===== src/shared/dpmb_pkg.sv =====
// constants shared by the dual-port mailbox host controller
package dpmb_pkg;
  // access timing at 125 MHz (8 ns period)
  localparam int CLK_PERIOD_PS = 8000;
  localparam int T_SETUP_NS    = 15;  // address / select set-up before strobe
  localparam int T_PULSE_NS    = 20;  // write strobe or read pulse width
  localparam int T_HOLD_NS     = 10;  // deselect time between accesses
  localparam int T_FLOW_NS     = 30;  // cross-port flow-through wait
  localparam int SETUP_CYC = (T_SETUP_NS * 1000 + CLK_PERIOD_PS - 1) / CLK_PERIOD_PS;
  localparam int PULSE_CYC = (T_PULSE_NS * 1000 + CLK_PERIOD_PS - 1) / CLK_PERIOD_PS;
  localparam int HOLD_CYC  = (T_HOLD_NS * 1000 + CLK_PERIOD_PS - 1) / CLK_PERIOD_PS;
  localparam int FLOW_CYC  = (T_FLOW_NS * 1000 + CLK_PERIOD_PS - 1) / CLK_PERIOD_PS;
  localparam int CNT_W     = 4;
  // token latch field
  localparam int TOKEN_ADDR_W = 3;
  localparam int TOKEN_BIT    = 0;
  // idle pin levels after reset
  localparam logic STROBE_IDLE = 1'b1;
  // command codes
  typedef enum logic [1:0] {
    DPMB_CMD_RD_MEM,
    DPMB_CMD_WR_MEM,
    DPMB_CMD_RD_TOKEN,
    DPMB_CMD_WR_TOKEN
  } dpmb_cmd_t;
endpackage


===== src/rtl/dpmb_sync.sv =====
// three-stage synchroniser with agreement filter for pin inputs
`timescale 1ns/1ps
module dpmb_sync #(
  parameter int WIDTH = 1
) (
  // clock and reset
  input  wire logic             core_clk,
  input  wire logic             nrst,
  // pin side
  input  wire logic [WIDTH-1:0] pin_in,
  // core side
  output logic      [WIDTH-1:0] level
);
  logic [WIDTH-1:0] stage1;
  logic [WIDTH-1:0] stage2;
  logic [WIDTH-1:0] stage3;
  logic [WIDTH-1:0] next_level;

  always_comb begin
    next_level = level;
    for (int i = 0; i < WIDTH; i++) begin
      if (stage2[i] == stage3[i]) begin
        next_level[i] = stage3[i];
      end
    end
  end

  always_ff @(posedge core_clk) begin
    if (!nrst) begin
      stage1 <= '1;
      stage2 <= '1;
      stage3 <= '1;
      level  <= '1;
    end else begin
      stage1 <= pin_in;
      stage2 <= stage1;
      stage3 <= stage2;
      level  <= next_level;
    end
  end
endmodule


===== src/rtl/dpmb_host.sv =====
// host controller driving one port of an asynchronous dual-port ram with mailboxes
// Notes on behaviour
// - memory read asserts port select first, output enable after the set-up time
// - token read asserts token select and output enable, port select high
// - a write happens while strobe and a select are low together
// - address only changes while the write strobe is high
// - host never drives data while device drives the pins
// - reading a word the far port just wrote waits the flow-through delay
`timescale 1ns/1ps
module dpmb_host
  import dpmb_pkg::*;
#(
  parameter int  ADDR_W    = 16,
  parameter int  DATA_W    = 9,
  parameter bit  IS_LEFT   = 1'b1,
  parameter bit  WAIT_FLOW = 1'b1
) (
  // clock and reset
  input  wire logic              core_clk,
  input  wire logic              nrst,
  // command port
  input  wire logic              cmd_valid,
  output logic                   cmd_ready,
  input  wire dpmb_cmd_t         cmd_op,
  input  wire logic [ADDR_W-1:0] cmd_addr,
  input  wire logic [DATA_W-1:0] cmd_wdata,
  output logic                   rsp_valid,
  output logic      [DATA_W-1:0] rsp_rdata,
  output logic                   rsp_busy_hit,
  // mailbox helpers
  output logic                   mail_pending,
  output logic                   token_owned,
  // device pins
  output logic      [ADDR_W-1:0] dev_addr,
  output logic                   port_select_n,
  output logic                   token_latch_select_n,
  output logic                   write_strobe_n,
  output logic                   out_enable_n,
  input  wire logic [DATA_W-1:0] dev_data_in,
  output logic      [DATA_W-1:0] dev_data_out,
  output logic                   dev_data_oe,
  input  wire logic              dev_busy_n,
  input  wire logic              dev_int_n
);
  typedef enum logic [2:0] {
    DPMB_IDLE, DPMB_SETUP, DPMB_PULSE, DPMB_FLOW, DPMB_HOLD
  } dpmb_state_t;

  // mailbox addresses follow from the top of the chosen array depth
  localparam logic [ADDR_W-1:0] MBOX_RIGHT = {ADDR_W{1'b1}};
  localparam logic [ADDR_W-1:0] MBOX_LEFT  = {{(ADDR_W-1){1'b1}}, 1'b0};
  localparam logic [ADDR_W-1:0] MBOX_OWN   = IS_LEFT ? MBOX_LEFT : MBOX_RIGHT;

  function automatic logic is_write(input dpmb_cmd_t op);
    return op == DPMB_CMD_WR_MEM || op == DPMB_CMD_WR_TOKEN;
  endfunction

  function automatic logic is_token(input dpmb_cmd_t op);
    return op == DPMB_CMD_RD_TOKEN || op == DPMB_CMD_WR_TOKEN;
  endfunction

  ////////////////////////////////////////////////////////////////////////////
  // pin inputs
  logic [DATA_W+1:0] sync_out;
  logic [DATA_W-1:0] data_s;
  logic              busy_s;
  logic              int_s;

  dpmb_sync #(.WIDTH(DATA_W + 2)) u_sync (
    .core_clk (core_clk),
    .nrst     (nrst),
    .pin_in   ({dev_int_n, dev_busy_n, dev_data_in}),
    .level    (sync_out)
  );
  assign data_s = sync_out[DATA_W-1:0];
  assign busy_s = ~sync_out[DATA_W];
  assign int_s  = ~sync_out[DATA_W+1];

  ////////////////////////////////////////////////////////////////////////////
  // access sequencer
  dpmb_state_t       state, next_state;
  logic [CNT_W-1:0]  cnt, next_cnt;
  dpmb_cmd_t         op, next_op;
  logic [ADDR_W-1:0] next_dev_addr;
  logic [DATA_W-1:0] next_dev_data_out;
  logic              next_port_select_n, next_token_latch_select_n;
  logic              next_write_strobe_n, next_out_enable_n, next_dev_data_oe;
  logic              next_rsp_valid, next_rsp_busy_hit, next_token_owned;
  logic [DATA_W-1:0] next_rsp_rdata;
  logic              busy_seen, next_busy_seen;

  assign cmd_ready    = (state == DPMB_IDLE);
  assign mail_pending = int_s;

  always_comb begin
    next_state                = state;
    next_cnt                  = cnt;
    next_op                   = op;
    next_dev_addr             = dev_addr;
    next_dev_data_out         = dev_data_out;
    next_port_select_n        = port_select_n;
    next_token_latch_select_n = token_latch_select_n;
    next_write_strobe_n       = write_strobe_n;
    next_out_enable_n         = out_enable_n;
    next_dev_data_oe          = dev_data_oe;
    next_rsp_valid            = 1'b0;
    next_rsp_rdata            = rsp_rdata;
    next_rsp_busy_hit         = rsp_busy_hit;
    next_token_owned          = token_owned;
    next_busy_seen            = busy_seen;
    unique case (state)
      DPMB_IDLE: begin
        if (cmd_valid) begin
          next_op        = cmd_op;
          next_busy_seen = 1'b0;
          // token access uses only three address bits and data bit 0
          next_dev_addr  = is_token(cmd_op) ?
                           {{(ADDR_W-TOKEN_ADDR_W){1'b0}}, cmd_addr[TOKEN_ADDR_W-1:0]} :
                           cmd_addr;
          next_dev_data_out = is_token(cmd_op) ?
                              {{(DATA_W-1){1'b0}}, cmd_wdata[TOKEN_BIT]} : cmd_wdata;
          // select low first, strobe later: a strobe-controlled write
          next_port_select_n        = is_token(cmd_op);
          next_token_latch_select_n = ~is_token(cmd_op);
          next_cnt   = CNT_W'(SETUP_CYC);
          next_state = DPMB_SETUP;
        end
      end
      DPMB_SETUP: begin
        next_cnt = cnt - 1'b1;
        if (cnt == CNT_W'(1)) begin
          next_cnt = CNT_W'(PULSE_CYC);
          if (is_write(op)) begin
            // oe stays high so the device never drives during a write
            next_write_strobe_n = 1'b0;
            next_dev_data_oe    = 1'b1;
          end else begin
            next_out_enable_n = 1'b0;
          end
          next_state = DPMB_PULSE;
        end
      end
      DPMB_PULSE: begin
        next_cnt = cnt - 1'b1;
        if (busy_s) begin
          next_busy_seen = 1'b1;
        end
        if (cnt == CNT_W'(1)) begin
          if (!is_write(op) && WAIT_FLOW) begin
            next_cnt   = CNT_W'(FLOW_CYC);
            next_state = DPMB_FLOW;
          end else begin
            next_write_strobe_n = STROBE_IDLE;
            next_cnt            = CNT_W'(HOLD_CYC);
            next_state          = DPMB_HOLD;
          end
        end
      end
      DPMB_FLOW: begin
        next_cnt = cnt - 1'b1;
        if (busy_s) begin
          next_busy_seen = 1'b1;
        end
        if (cnt == CNT_W'(1)) begin
          next_cnt   = CNT_W'(HOLD_CYC);
          next_state = DPMB_HOLD;
        end
      end
      DPMB_HOLD: begin
        // strobe already high; deselect before any address move
        next_cnt = cnt - 1'b1;
        if (cnt == CNT_W'(HOLD_CYC)) begin
          next_port_select_n        = 1'b1;
          next_token_latch_select_n = 1'b1;
          next_out_enable_n         = 1'b1;
          next_dev_data_oe          = 1'b0;
        end
        if (cnt == CNT_W'(1)) begin
          // sync chain lags the pins, so read data is settled only here
          if (!is_write(op)) begin
            next_rsp_rdata = data_s;
          end
          if (op == DPMB_CMD_RD_TOKEN) begin
            next_token_owned = ~data_s[TOKEN_BIT];
          end
          next_rsp_valid    = 1'b1;
          next_rsp_busy_hit = busy_seen;
          next_state        = DPMB_IDLE;
        end
      end
      default: next_state = DPMB_IDLE;
    endcase
  end

  always_ff @(posedge core_clk) begin
    if (!nrst) begin
      state                <= DPMB_IDLE;
      cnt                  <= '0;
      op                   <= DPMB_CMD_RD_MEM;
      dev_addr             <= '0;
      dev_data_out         <= '0;
      port_select_n        <= 1'b1;
      token_latch_select_n <= 1'b1;
      write_strobe_n       <= STROBE_IDLE;
      out_enable_n         <= 1'b1;
      dev_data_oe          <= 1'b0;
      rsp_valid            <= 1'b0;
      rsp_rdata            <= '0;
      rsp_busy_hit         <= 1'b0;
      token_owned          <= 1'b0;
      busy_seen            <= 1'b0;
    end else begin
      state                <= next_state;
      cnt                  <= next_cnt;
      op                   <= next_op;
      dev_addr             <= next_dev_addr;
      dev_data_out         <= next_dev_data_out;
      port_select_n        <= next_port_select_n;
      token_latch_select_n <= next_token_latch_select_n;
      write_strobe_n       <= next_write_strobe_n;
      out_enable_n         <= next_out_enable_n;
      dev_data_oe          <= next_dev_data_oe;
      rsp_valid            <= next_rsp_valid;
      rsp_rdata            <= next_rsp_rdata;
      rsp_busy_hit         <= next_rsp_busy_hit;
      token_owned          <= next_token_owned;
      busy_seen            <= next_busy_seen;
    end
  end
endmodule


===== config.mk =====
export PLATFORM = sky130hd
export DESIGN_NAME = dpmb_host
export DESIGN_NICKNAME = d
export VERILOG_FILES = /design/src/shared/dpmb_pkg.sv /design/src/rtl/dpmb_sync.sv /design/src/rtl/dpmb_host.sv
export SDC_FILE = /design/constraint.sdc
export NUM_CORES = 1
export LEC_CHECK = 0
export ABC_AREA = 1
export ABC_CLOCK_PERIOD_IN_PS = 1300
export BUFFER_PORTS_ARGS = -buffer_cell sky130_fd_sc_hd__buf_4
export CORE_MARGIN = 4
export CORE_UTILIZATION = 37
export CTS_BUF_LIST = sky130_fd_sc_hd__clkbuf_16
export DETAILED_ROUTE_END_ITERATION = 12
export SYNTH_ARGS = -nofsm -noshare
export SYNTH_HDL_FRONTEND = slang
export SYNTH_HIERARCHICAL = 1
export SYNTH_SLANG_ARGS = --single-unit

===== constraint.sdc =====
create_clock -name core_clk -period 1.3 [get_ports core_clk]
set_input_delay 0.13 -clock core_clk [delete_from_list [all_inputs] [get_ports core_clk]]
set_output_delay 0.13 -clock core_clk [all_outputs]
set_load 0.005 [all_outputs]

# == Word-level counts from Yosys, hierarchy flattened ==
# Index checks and enable logic that the tools add are counted.
# op_classes
n_eq_ne,32
bitwise,4
reduce_logical,21
muxes,34
n_addsub,1
# op_table
op,n
$mux W3,7
$ne A2 B2 Y1 const B,10
$pmux W4 S5,1
$mux W16,1
$mux W4,4
$pmux W3 S5,1
$mux W1,13
$pmux W1 S2,6
$reduce_and A3 Y1,4
$eq A1 B1 Y1,11
$reduce_and A5 Y1,2
$mux W9,1
$eq A2 B2 Y1 const B,4
$reduce_and A2 Y1,4
$reduce_and A4 Y1,2
$reduce_bool A2 Y1,4
$eq A3 B2 Y1 const B,2
$reduce_bool A5 Y1,1
$eq A4 B1 Y1 const B,1
$eq A4 B2 Y1 const B,1
$not A1 Y1,4
$sub A4 B1 Y4 const B,1
$eq A3 B1 Y1 const B,1
$eq A3 B3 Y1 const B,1
4 further kinds,5
# totals
wordCells,121
regBits,96
in_bits,41
out_inout_bits,44

# == Longest topological paths before layout ==
# Gate-level depths: netlist of the first run.
# depth
ltp_word,5
mapped_depth,11
mapped_depth_nobuf,11

# == By module ==
# The synthesis of the first run kept the hierarchy.
# modules_own_cells
module,cells_each,seq_area_each_um2,area_each_um2,instances
dpmb_host,294,1041.0,2178.3,1
dpmb_sync,192,880.8,1604.0,1

# == Worst setup path before layout of the first run ==
# OpenSTA, ideal clock, no wires.
# synth_timing
kind,flip-flop to flip-flop
startpoint,register cnt[1]
endpoint,register token_owned
t_required_ns,1.172
stages_incl_launch_ff,10
arrival_time_ns,1.187
slack_ns,-0.015
synth_period_minus_slack_ns,1.315
path_buffers,0
setup_time_ns,0.128
cell_sequence,dfxtp_1 -> inv_1 -> ha_1 -> nand2_1 -> inv_1 -> nand2_2 -> nor2_4 -> nand3_1 -> o21ai_0 -> nor2_1
# synth_via
elab_chain_len,2
# synth_rtl
element,line_no,source
from (decl),dpmb_host.sv:82,"logic [CNT_W-1:0] cnt, next_cnt;"
from (signal assigned),dpmb_host.sv:214,cnt <= next_cnt;
$eq A4 B1 Y1,dpmb_host.sv:178,if (cnt == CNT_W'(1)) begin
$reduce_and A3 Y1 (no source line),n/a,
to (signal assigned),dpmb_host.sv:226,token_owned <= next_token_owned;
to (decl),dpmb_host.sv:32,"output logic token_owned,"
# No other way between the ends.
# A chain may end at the register's enable or synchronous reset.

# == Worst setup path after layout of the first run ==
# layout_timing
startpoint,register state[1]
endpoint,register dev_addr[4]
# layout_via
elab_chain_len,2
# layout_rtl
element,line_no,source
from (decl),dpmb_host.sv:81,"dpmb_state_t state, next_state;"
from (signal assigned),dpmb_host.sv:213,state <= next_state;
$logic_not A3 Y1,dpmb_host.sv:111,unique case (state)
$reduce_and A2 Y1 (no source line),n/a,
to (signal assigned),dpmb_host.sv:216,dev_addr <= next_dev_addr;
to (decl),dpmb_host.sv:34,"output logic [ADDR_W-1:0] dev_addr,"
# No other way between the ends.

==> results of run 1 <==
state kept, by name, indices dropped and copies added, names as in the netlist, 2 cells and up:
name           cells
cnt                4
dev_addr          16
dev_data_out       9
op                 2
rsp_rdata          9
state              3
u_sync/level      11
u_sync/stage1     11
u_sync/stage2     11
u_sync/stage3     11
metal layers:
layer / wire length [um] / vias up / GRT usage (%)
met4: 148 / 0 / 4.69
met2: 4310 / 71 / 23.9
met5: 0 / - / 0
met1: 3710 / 1462 / 17.3
li1: - / 1741 / -
met3: 368 / 12 / 3.08
power by group through the flow:
| stage | Combinational [W] | Clock (W) | Sequential, W |
|---|---|---|---|
| 2_1_floorplan | 0.00145 | 0 | 0.00348 |
| 3_5_place_dp | 0.00253 | 0 | 0.00346 |
| 5_1_grt | 0.00334 | 0.00275 | 0.00345 |
| 3_3_place_gp | 0.00251 | 0 | 0.00345 |
| 6_report | 0.00302 | 0.00251 | 0.00341 |
| 4_1_cts | 0.00261 | 0.00261 | 0.00340 |
synthesized netlist by cell type (all sizes together):
cell,instances
nand2,129
ha,3
clkbuf,5
nor3,1
inv,78
nand4,2
a211oi,1
a22oi,13
a21oi,22
dfxtp,96
o21ai,24
buf,11
o211ai,1
nor2,84
nand3,16
cells by family after synthesis:
| group | count (synthesis) | share of synthesized area (%) |
|---|---|---|
| AOI/OAI and AO/OA | 61 | 9.06 |
| DFF | 96 | 50.8 |
| and+or+nand+nor | 232 | 27.6 |
| buffers and inverters | 94 | 11.5 |
| adders and majority gates | 3 | 0.992 |
final timing paths:
| path | from | to | slack (ps) | cells past startpoint |
|---|---|---|---|---|
| hold / removal | cmd_addr[5] | dev_addr[5] | 30 | 3 |
| setup reg to reg | state[1] | dev_addr[4] | -40 | 9 |
| hold reg to reg | u_sync/stage1[10] | u_sync/stage2[10] | 400 | 2 |
| setup / recovery | state[1] | dev_addr[4] | -40 | 9 |
metrics by stage:
step	instance area [um2]	hold WS [ps]	util [%]
floorplan	3790	215	-
detailed placement	4720	305	47.9
global route	5410	26.3	54.8
CTS	5140	22.1	52.1
global placement	4720	300	47.9
finish	5410	30.3	54.8
layout make-up:
cell class                      instances  share of cell area, %
Inverter                               78                   5.50
Clock buffer                            9                   4.16
Multi-Input combinational cell        296                   29.5
Timing Repair Buffer                  132                   21.0
Tap cell                              133                   3.08
Sequential cell                        96                   35.7
Clock inverter                          7                   1.11
critical path, delay by kind of cell (launching register included):
| kind | cells | cell delay [ps] |
|---|---|---|
| flip-flops | 1 | 360 |
| AO/OA/AOI/OAI | 1 | 110 |
| buffers and inverters | 3 | 350 |
| AND/OR/NAND/NOR | 5 | 460 |
what timing repair did:
item                                    in CTS  in global routing
buffers inserted                             0                  6
pin swaps                                    0                 21
hold endpoints to repair                    11                  0
gates resized for setup                      8                 48
hold buffers                                11                  0
cloned                                       0                  3
endpoints found under the setup margin      36                 46
==> summary.md, run 1 <==
| Metric | Value |
|---|---|
| Worst min path class | `in -> reg` |
| Vias per inst | `4.38` |
| Ant. Diodes | `0` |
| Crit-path max FO | `6` |
| Crit-path max cell delay | `between 300 and 400 ps` |
| Core box area | `0.00986 mm2` |
| Proportion of layout cells with a drive suffix above 1 | `35.9%` |
| Outcome | `complete, but fails checks` |
| Seq pwr share | `between 30% and 40%` |
| CP Capture Type | `register` |
| Area Overhead vs Synth | `43.0%` |
| Die footprint | `0.0119 mm2` |
| Die Width | `109 um` |
| DR WL/cell | `roughly 11 um` |
| Most common library cell in the layout ignoring fill and taps | `buf_4` |
| Setup tns final | `-467 ps` |
| Pre-CTS WS | `-105 ps` |
| Yosys warnings | `6` |
| Post-Layout Cell Count | `751` |
| Register bit total from synthesis | `96` |
| Fmax achieved | `745 MHz` |
| Final Cycle Share | `103%` |
| RSZ-0062 raised after global routing | `true` |
| Pwr Total | `~0.009 W` |
| Tmin final | `between 1000 and 1500 ps` |
| Buffers on Ports | `84` |
| Die height | `between 100 and 150 um` |
| Max VDD drop | `0.732 mV` |
| Startpoint types | `register` |
| Yosys top cell by area | `dfxtp_1` |
| Synthesized cell area | `0.00378 mm2` |
| Ranking of synthesized cells by area | `dfxtp_1 (51%), nand2_1 (9.6%), nor2_1 (7.6%)` |
| Number of global-route vias before repair | `2,895` |
| Final Hold Viols | `0` |
| DRT Pass-1 Iters | `5` |
| Worst path slowest cell | `dfxtp_4` |
| CP cell instances | `nor2_4, nand2_2, inv_2, nand2_4, nor2_4, buf_12, clkbuf_16, nand2_4, a21oi_2` |
| CTS sink cnt | `96` |
| Count of pins over their slew limit | `0` |
| Starting density of the core | `38.3%` |
| Clock root buffer | `clkbuf_16` |
| Worst path required time | `1570 ps` |
| # fillers | `917` |
| Most frequent cells in the layout | `buf_4 (111), dfxtp_1 (92), nand2_1 (87)` |
| Failing checks | `setup timing` |
| Clock skew | `5.51 ps` |
| Register area | `0.00193 mm2` |
| Initial DRC Count | `150` |
| Logic pwr share | `33.8%` |
| GRT Overall Usage | `14.0%` |
| Endpoints failing setup | `21` |
| Max-slew headroom | `roughly three quarters` |
| Ports | `85` |
| Clk Latency, worst-skew pair | `about 330 ps` |
| Clock share of power | `between 20% and 30%` |
| H-tree level count | `3` |
| Internal power | `approximately 0.0060 W` |
| Routed WL | `8.54 mm` |
| Initial antenna violation count | `0` |
| DR vias | `3,286` |
| Worst-Margin Slew | `367 ps` |
| Avg Inst Size Synth | `between 7 and 8 um2` |
| Synth cell types | `24` |
| Sw Ratio | `between 30 and 40%` |
| Gr ovfl total | `0` |
| CTS Buf Count | `9` |
| Switching power | `around 0.003 W` |
| Final worst slack | `-43.0 ps` |
| Pin count of the biggest net entering global routing | `between 60 and 70` |
| Worst path arrival time | `roughly 1600 ps` |
| PwrDens | `1650 mW/mm2` |
| DP HPWL | `about 5.8 mm` |
| Critical path type | `reg -> reg` |
| TritonCTS clock tree | `done` |
| Gpl congestion | `0.834` |
| Global-route wire length before repair | `about 13 mm` |
| MaxCap Viol Count | `0` |
| Syn Nets | `530` |
| Nets | `about 660` |
| Sequential area share after synthesis | `50.8%` |
| Inst Count DP | `716` |
| Residual DRC count | `0` |
| Rows | `36` |
| Antenna viol nets, final | `0` |
| Area of the multi-input gates | `0.00160 mm2` |
| Gate Count Post-Synth | `486` |
| Worst-path clk slew | `70 ps` |
| P_leak | `2.73 nW` |
| Bufs on Longest Clock Path | `2` |
| Synth top area share | `50.8%` |
(Power assumes the default switching activity.)
==> inputs of run 2 (changes only) <==
--- a/config.mk
+++ b/config.mk
@@ -10,7 +10,7 @@
 export BUFFER_PORTS_ARGS = -buffer_cell sky130_fd_sc_hd__buf_4
 export CORE_MARGIN = 4
 export CORE_UTILIZATION = 37
-export CTS_BUF_LIST = sky130_fd_sc_hd__clkbuf_16
+export CTS_BUF_LIST = sky130_fd_sc_hd__clkbuf_4 sky130_fd_sc_hd__clkbuf_8
 export DETAILED_ROUTE_END_ITERATION = 12
 export SYNTH_ARGS = -nofsm -noshare
 export SYNTH_HDL_FRONTEND = slang
==> summary.md, run 2 (synthesis gave the netlist of run 1 again) <==
| Metric | Value |
|---|---|
| Outcome | `complete, but fails checks` |
| Failing checks | `setup timing` |
| Bufs on Longest Clock Path | `2 (unchanged)` |
| P_leak | `2.62 nW (-4.1%)` |
| Clock skew | `10.7 ps (+5.21 ps)` |
| Max-slew headroom | `75.8% (+0.26 points)` |
| Crit-path max FO | `8 (+2)` |
| Worst path arrival time | `1580 ps (-40 ps)` |
| Worst-Margin Slew | `363 ps (-3.92 ps)` |
| Final Hold Viols | `0 (unchanged)` |
| Die height | `109 um (unchanged)` |
| Nets | `657 (unchanged)` |
| Ports | `85 (unchanged)` |
| Endpoints failing setup | `1 (-95%)` |
| Buffers on Ports | `84 (unchanged)` |
| Pin count of the biggest net entering global routing | `65 (unchanged)` |
| Critical path type | `reg -> reg` |
| Worst-path clk slew | `100 ps (+30 ps)` |
| CP Capture Type | `register` |
| PwrDens | `1550 mW/mm2 (-6.2%)` |
| Largest delay contributor family on the critical path | `simple AND/OR/NAND/NOR gates` |
| Stages on the worst setup path | `6 (-3)` |
| Initial DRC Count | `148 (-1.3%)` |
| Utilization after layout | `52.3% (-2.6 points)` |
| DR WL/cell | `10.9 um (-4.3%)` |
| Final Hold Slack | `20.4 ps (-9.94 ps)` |
| Fmax achieved | `749 MHz (+0.56%)` |
| Crit-path max cell delay | `370 ps (about the same)` |
| Pre-CTS WS | `-105 ps (unchanged)` |
| Worst min path class | `in -> reg` |
| CTS Buf Count | `9 (unchanged)` |
| Area Overhead vs Synth | `36.3%` |
| H-tree level count | `3 (unchanged)` |
| Worst path required time | `1540 ps (-30 ps)` |
| Hold path depth | `3 (unchanged)` |
| Die Width | `109 um (unchanged)` |
| Routed WL | `8.18 mm (-4.3%)` |
| Post-Layout Cell Count | `751 (unchanged)` |
| DR vias | `3,231 (-1.7%)` |
| Clock root buffer | `clkbuf_8` |
| Proportion of layout cells with a drive suffix above 1 | `31.1% (-4.9 points)` |
| Core box area | `0.00986 mm2 (unchanged)` |
| MaxCap Viol Count | `0 (unchanged)` |
| CP Buf/Inv Count | `1 (-2)` |
| Die footprint | `0.0119 mm2 (unchanged)` |
| CTS sink cnt | `96 (unchanged)` |
| Count of pins over their slew limit | `0 (unchanged)` |
| Final Instance Area | `0.00516 mm2 (-4.7%)` |
| TritonCTS clock tree | `done` |
| Ant. Diodes | `0 (unchanged)` |
| Residual DRC count | `0 (unchanged)` |
| # fillers | `950 (+3.6%)` |
| Gr ovfl total | `0 (unchanged)` |
| RSZ-0062 raised after global routing | `true` |
| GRT Overall Usage | `14.2% (+0.18 points)` |
| Tmin final | `1340 ps (-7.42 ps)` |
| Inst Count DP | `716 (unchanged)` |
| Global-route wire length before repair | `13.3 mm (+0.21%)` |
| Max VDD drop | `0.597 mV (-18%)` |
| Flip-flop count of the largest register after layout | `16 (unchanged)` |
| Antenna viol nets, final | `0 (unchanged)` |
| DP HPWL | `5.81 mm (unchanged)` |
| Placed cell area | `0.00472 mm2 (unchanged)` |
| Startpoint types | `register` |
| Worst path slowest cell | `dfxtp_2` |
| Initial antenna violation count | `0 (unchanged)` |
| Top reg by flops | `dev_addr` |
| CP cell instances | `inv_2, nand3_1, nand3_1, o21ai_0, a21oi_1, nor2_1` |
| Rows | `36 (unchanged)` |
| Number of global-route vias before repair | `2,911 (+0.55%)` |
| FF-to-FF path depth | `6 (-3)` |
| DRT Pass-1 Iters | `4 (-1)` |
| Final worst slack | `-35.5 ps (+7.42 ps)` |
| Most common library cell in the layout ignoring fill and taps | `buf_4` |
| Clk Latency, worst-skew pair | `350 ps (+20 ps)` |
| Final Cycle Share | `103% (-0.57 points)` |
| CP most frequent cell | `nand3_1` |
| Vias per inst | `4.30 (-1.7%)` |
| Starting density of the core | `38.3% (unchanged)` |
| Gpl congestion | `0.834 (unchanged)` |
| Most frequent cells in the layout | `buf_4 (108), nand2_1 (93), dfxtp_1 (92)` |
[run 2: changes by cell type in the layout (fill, tap and decap cells not counted), moves of 4 or more]
cell	previous run	this run
o21ai_2	4	0
dlygate4sd3_1	11	16
clkbuf_8	0	9
a22oi_1	3	13
clkbuf_16	11	0
a22oi_2	10	0
nand2_1	87	93
nand2_4	13	9
[run 2: metal layers]
layer,vias to the layer above,wire length (um),track usage (%)
met5,-,0,0
met1,1434,3600,17.7
li1,1734,-,-
met3,16,279,2.61
met4,0,230,7.12
met2,47,4070,23.3
[run 2: layout make-up]
type / instances / area [um2] / share of cell area (%)
well taps: 133 / 166 / 3.23
inverters: 78 / 298 / 5.78
flip-flops and latches: 96 / 1930 / 37.4
repair buffers: 131 / 1090 / 21.2
clock inverters: 7 / 60.1 / 1.16
multi-input cells: 297 / 1490 / 28.8
clock buffers: 9 / 124 / 2.40
[run 2: power by group]
group	internal (W)	switching, W
clock	0.000734	0.00110
combinational	0.00126	0.00148
sequential	0.00323	0.000175
[run 2: repair_timing]
| action | CTS | global route |
|---|---|---|
| hold buffers | 14 | 2 |
| pin swaps | 1 | 4 |
| buffers inserted | 1 | 1 |
| endpoints found under the setup margin | 37 | 46 |
| endpoints found under the hold margin | 14 | 2 |
| gates cloned | 1 | 0 |
| gates resized for setup | 10 | 19 |
[run 2: worst paths after layout]
check,startpoint,end,slack [ps]
max,state[2],cnt[1],-40
min,cmd_addr[5],dev_addr[5],20
max reg2reg,state[2],cnt[1],-40
min reg2reg,u_sync/stage1[10],u_sync/stage2[10],410
[run 2: metrics by stage]
step           power (W)  setup TNS [ps]
3_3_place_gp     0.00596            -352
3_5_place_dp     0.00599           -1140
5_1_grt          0.00860           -2870
4_1_cts          0.00796            -210
2_1_floorplan    0.00493               0
6_report         0.00799           -35.5
[run 2: worst min-delay path: stages]
cell	delay, ps
buf_4	80
a22oi_1	50
nor2_1	80
==> inputs of run 3 (changes only) <==
--- a/config.mk
+++ b/config.mk
@@ -12,6 +12,7 @@
 export CORE_UTILIZATION = 37
 export CTS_BUF_LIST = sky130_fd_sc_hd__clkbuf_4 sky130_fd_sc_hd__clkbuf_8
 export DETAILED_ROUTE_END_ITERATION = 12
+export SETUP_SLACK_MARGIN = 0.4
 export SYNTH_ARGS = -nofsm -noshare
 export SYNTH_HDL_FRONTEND = slang
 export SYNTH_HIERARCHICAL = 1
==> summary.md, run 3 (synthesis gave the netlist of run 1 again) <==
| Metric | Value |
|---|---|
| CP Launch Point | `state[1]` |
| Endpoints failing setup | `38 (+37)` |
| Worst-path clk slew | `100 ps (about the same)` |
| Fmax achieved | `703 MHz (-6.2%)` |
| Hold_sp | `cmd_addr[2]` |
| CP Buf/Inv Count | `3 (+2)` |
| Inst Count DP | `706 (-1.4%)` |
| Nets | `707 (+7.6%)` |
| DR WL/cell | `13.3 um (+22%)` |
| DR vias | `3,624 (+12%)` |
| Residual DRC count | `0 (unchanged)` |
| Ports | `85 (unchanged)` |
| Internal power | `0.00622 W (+19%)` |
| Most common library cell in the layout ignoring fill and taps | `buf_4` |
| Flip-flop count of the largest register after layout | `16 (unchanged)` |
| Pin count of the biggest net entering global routing | `27 (-58%)` |
| Final Hold Viols | `0 (unchanged)` |
| Max-slew headroom | `78.0% (+2.2 points)` |
| Post-Layout Cell Count | `801 (+6.7%)` |
| Largest delay contributor family on the critical path | `simple AND/OR/NAND/NOR gates` |
| Area Overhead vs Synth | `64.8%` |
| Worst path arrival time | `1720 ps (+140 ps)` |
| R2R Setup Slk | `-120 ps (-90 ps)` |
| CP Capture Type | `register` |
| Bufs on Longest Clock Path | `2 (unchanged)` |
| Logic pwr share | `44.2% (+9.8 points)` |
| H-tree level count | `3 (unchanged)` |
| Tmin final | `1420 ps (+87.8 ps)` |
| CTS sink cnt | `96 (unchanged)` |
| Die Width | `109 um (unchanged)` |
| GRT Overall Usage | `17.0% (+2.9 points)` |
| Core box area | `0.00986 mm2 (unchanged)` |
| DP HPWL | `6.06 mm (+4.3%)` |
| Gpl congestion | `0.839 (+0.55%)` |
| Max VDD drop | `0.887 mV (+49%)` |
| Clock skew | `12.0 ps (+1.27 ps)` |
| Routed WL | `10.6 mm (+30%)` |
| Rows | `36 (unchanged)` |
| MaxCap Viol Count | `0 (unchanged)` |
| # fillers | `805 (-15%)` |
| Final worst slack | `-123 ps (-87.8 ps)` |
| Number of global-route vias before repair | `3,468 (+19%)` |
| P_leak | `3.00 nW (+15%)` |
| Reg-to-reg startpoint | `state[1]` |
| Top reg by flops | `dev_addr` |
| Crit-path max cell delay | `370 ps (about the same)` |
| RSZ-0062 raised after global routing | `true` |
| PwrDens | `1580 mW/mm2 (+1.6%)` |
| Worst-Margin Slew | `330 ps (-33.1 ps)` |
| Die footprint | `0.0119 mm2 (unchanged)` |
| Worst path slowest cell | `dfxtp_4` |
| Proportion of layout cells with a drive suffix above 1 | `49.0% (+18 points)` |
| Vias per inst | `4.52 (+5.2%)` |
| Seq pwr share | `36.1% (-6.5 points)` |
| DRT Pass-1 Iters | `4 (unchanged)` |
| Final Cycle Share | `109% (+6.8 points)` |
| Failing checks | `setup timing` |
| Initial antenna violation count | `0 (unchanged)` |
| Startpoint types | `register` |
| Critical path type | `reg -> reg` |
| Crit-path max FO | `5 (-3)` |
| Initial DRC Count | `190 (+28%)` |
| Buffers on Ports | `84 (unchanged)` |
| Outcome | `complete, but fails checks` |
| TritonCTS clock tree | `done` |
| Clk Latency, worst-skew pair | `360 ps (about the same)` |
| Antenna viol nets, final | `0 (unchanged)` |
| CP cell instances | `nor2_4, nand2_2, inv_2, nand2_4, nor2_4, buf_6, clkbuf_16, nand2_2, a21oi_2` |
| Count of pins over their slew limit | `0 (unchanged)` |
| Switching power | `0.00360 W (+30%)` |
| Sw Ratio | `36.7% (+2.1 points)` |
| CTS Buf Count | `9 (unchanged)` |
| Die height | `109 um (unchanged)` |
| Worst min path class | `in -> reg` |
| Most frequent cells in the layout | `buf_4 (89), nand2_1 (74), nor2_1 (72)` |
| Ant. Diodes | `0 (unchanged)` |
| Global-route wire length before repair | `16.0 mm (+21%)` |
| Clock share of power | `19.7% (-3.3 points)` |
| Starting density of the core | `38.3% (unchanged)` |
| Worst path required time | `1590 ps (+50 ps)` |
| Setup tns final | `-2250 ps (-2210 ps)` |
| Clock root buffer | `clkbuf_8` |
| Gr ovfl total | `0 (unchanged)` |
[run 3: per-stage QoR]
stage	power, W	setup slack, ps	instance area, um2	hold WS [ps]	util, %
after floorplan	0.00517	79.2	3910	215	-
after global placement	0.00597	-15.7	4750	303	48.1
after detailed placement	0.00603	-42.0	4750	308	48.1
after CTS	0.00917	-14.1	5910	0.739	59.9
after global routing	0.0104	-186	6230	5.20	63.2
final	0.00982	-123	6230	26.2	63.2
[run 3: per-layer routing]
metal	GRT usage, %	part of all wire [%]
met1	19.4	40
met2	30.3	53
met3	4.20	3.8
met4	6.85	3.2
met5	0	0
[run 3: power by group through the flow]
stage | Sequential [W] | Clock, W | Combinational [W]
4_1_cts | 0.00352 | 0.00200 | 0.00365
5_1_grt | 0.00358 | 0.00212 | 0.00468
6_report | 0.00354 | 0.00194 | 0.00434
2_1_floorplan | 0.00354 | 0 | 0.00164
3_3_place_gp | 0.00355 | 0 | 0.00243
3_5_place_dp | 0.00356 | 0 | 0.00247
[run 3: tightest hold or removal path: cells and delay by family]
family / cells / cell delay [ps]
buffers and inverters: 1 / 110
AOI/OAI and AO/OA: 1 / 60
and+or+nand+nor: 1 / 50
[run 3: timing repair]
action,4_1_cts,5_1_grt
hold endpoints to repair,31,0
resized for setup,131,50
hold buffers,31,0
pin swaps,14,31
setup buffers,29,14
setup endpoints to repair,96,96
gates cloned,3,2
[run 3: final timing paths]
check	cells past startpoint	endpoint
max	9	dev_data_out[1]
min	3	dev_addr[2]
max reg2reg	9	dev_data_out[1]
min reg2reg	2	u_sync/stage2[10]
[run 3: final cells by class]
type                       instances  area, um2  share of cell area (%)
clock buffer                       9        124                    1.99
clock inverter                     7       73.8                    1.18
inverter                          78        318                    5.10
multi-input combinational        297       1790                    28.7
sequential                        96       1990                    32.0
tap                              133        166                    2.67
timing repair buffer             181       1770                    28.4
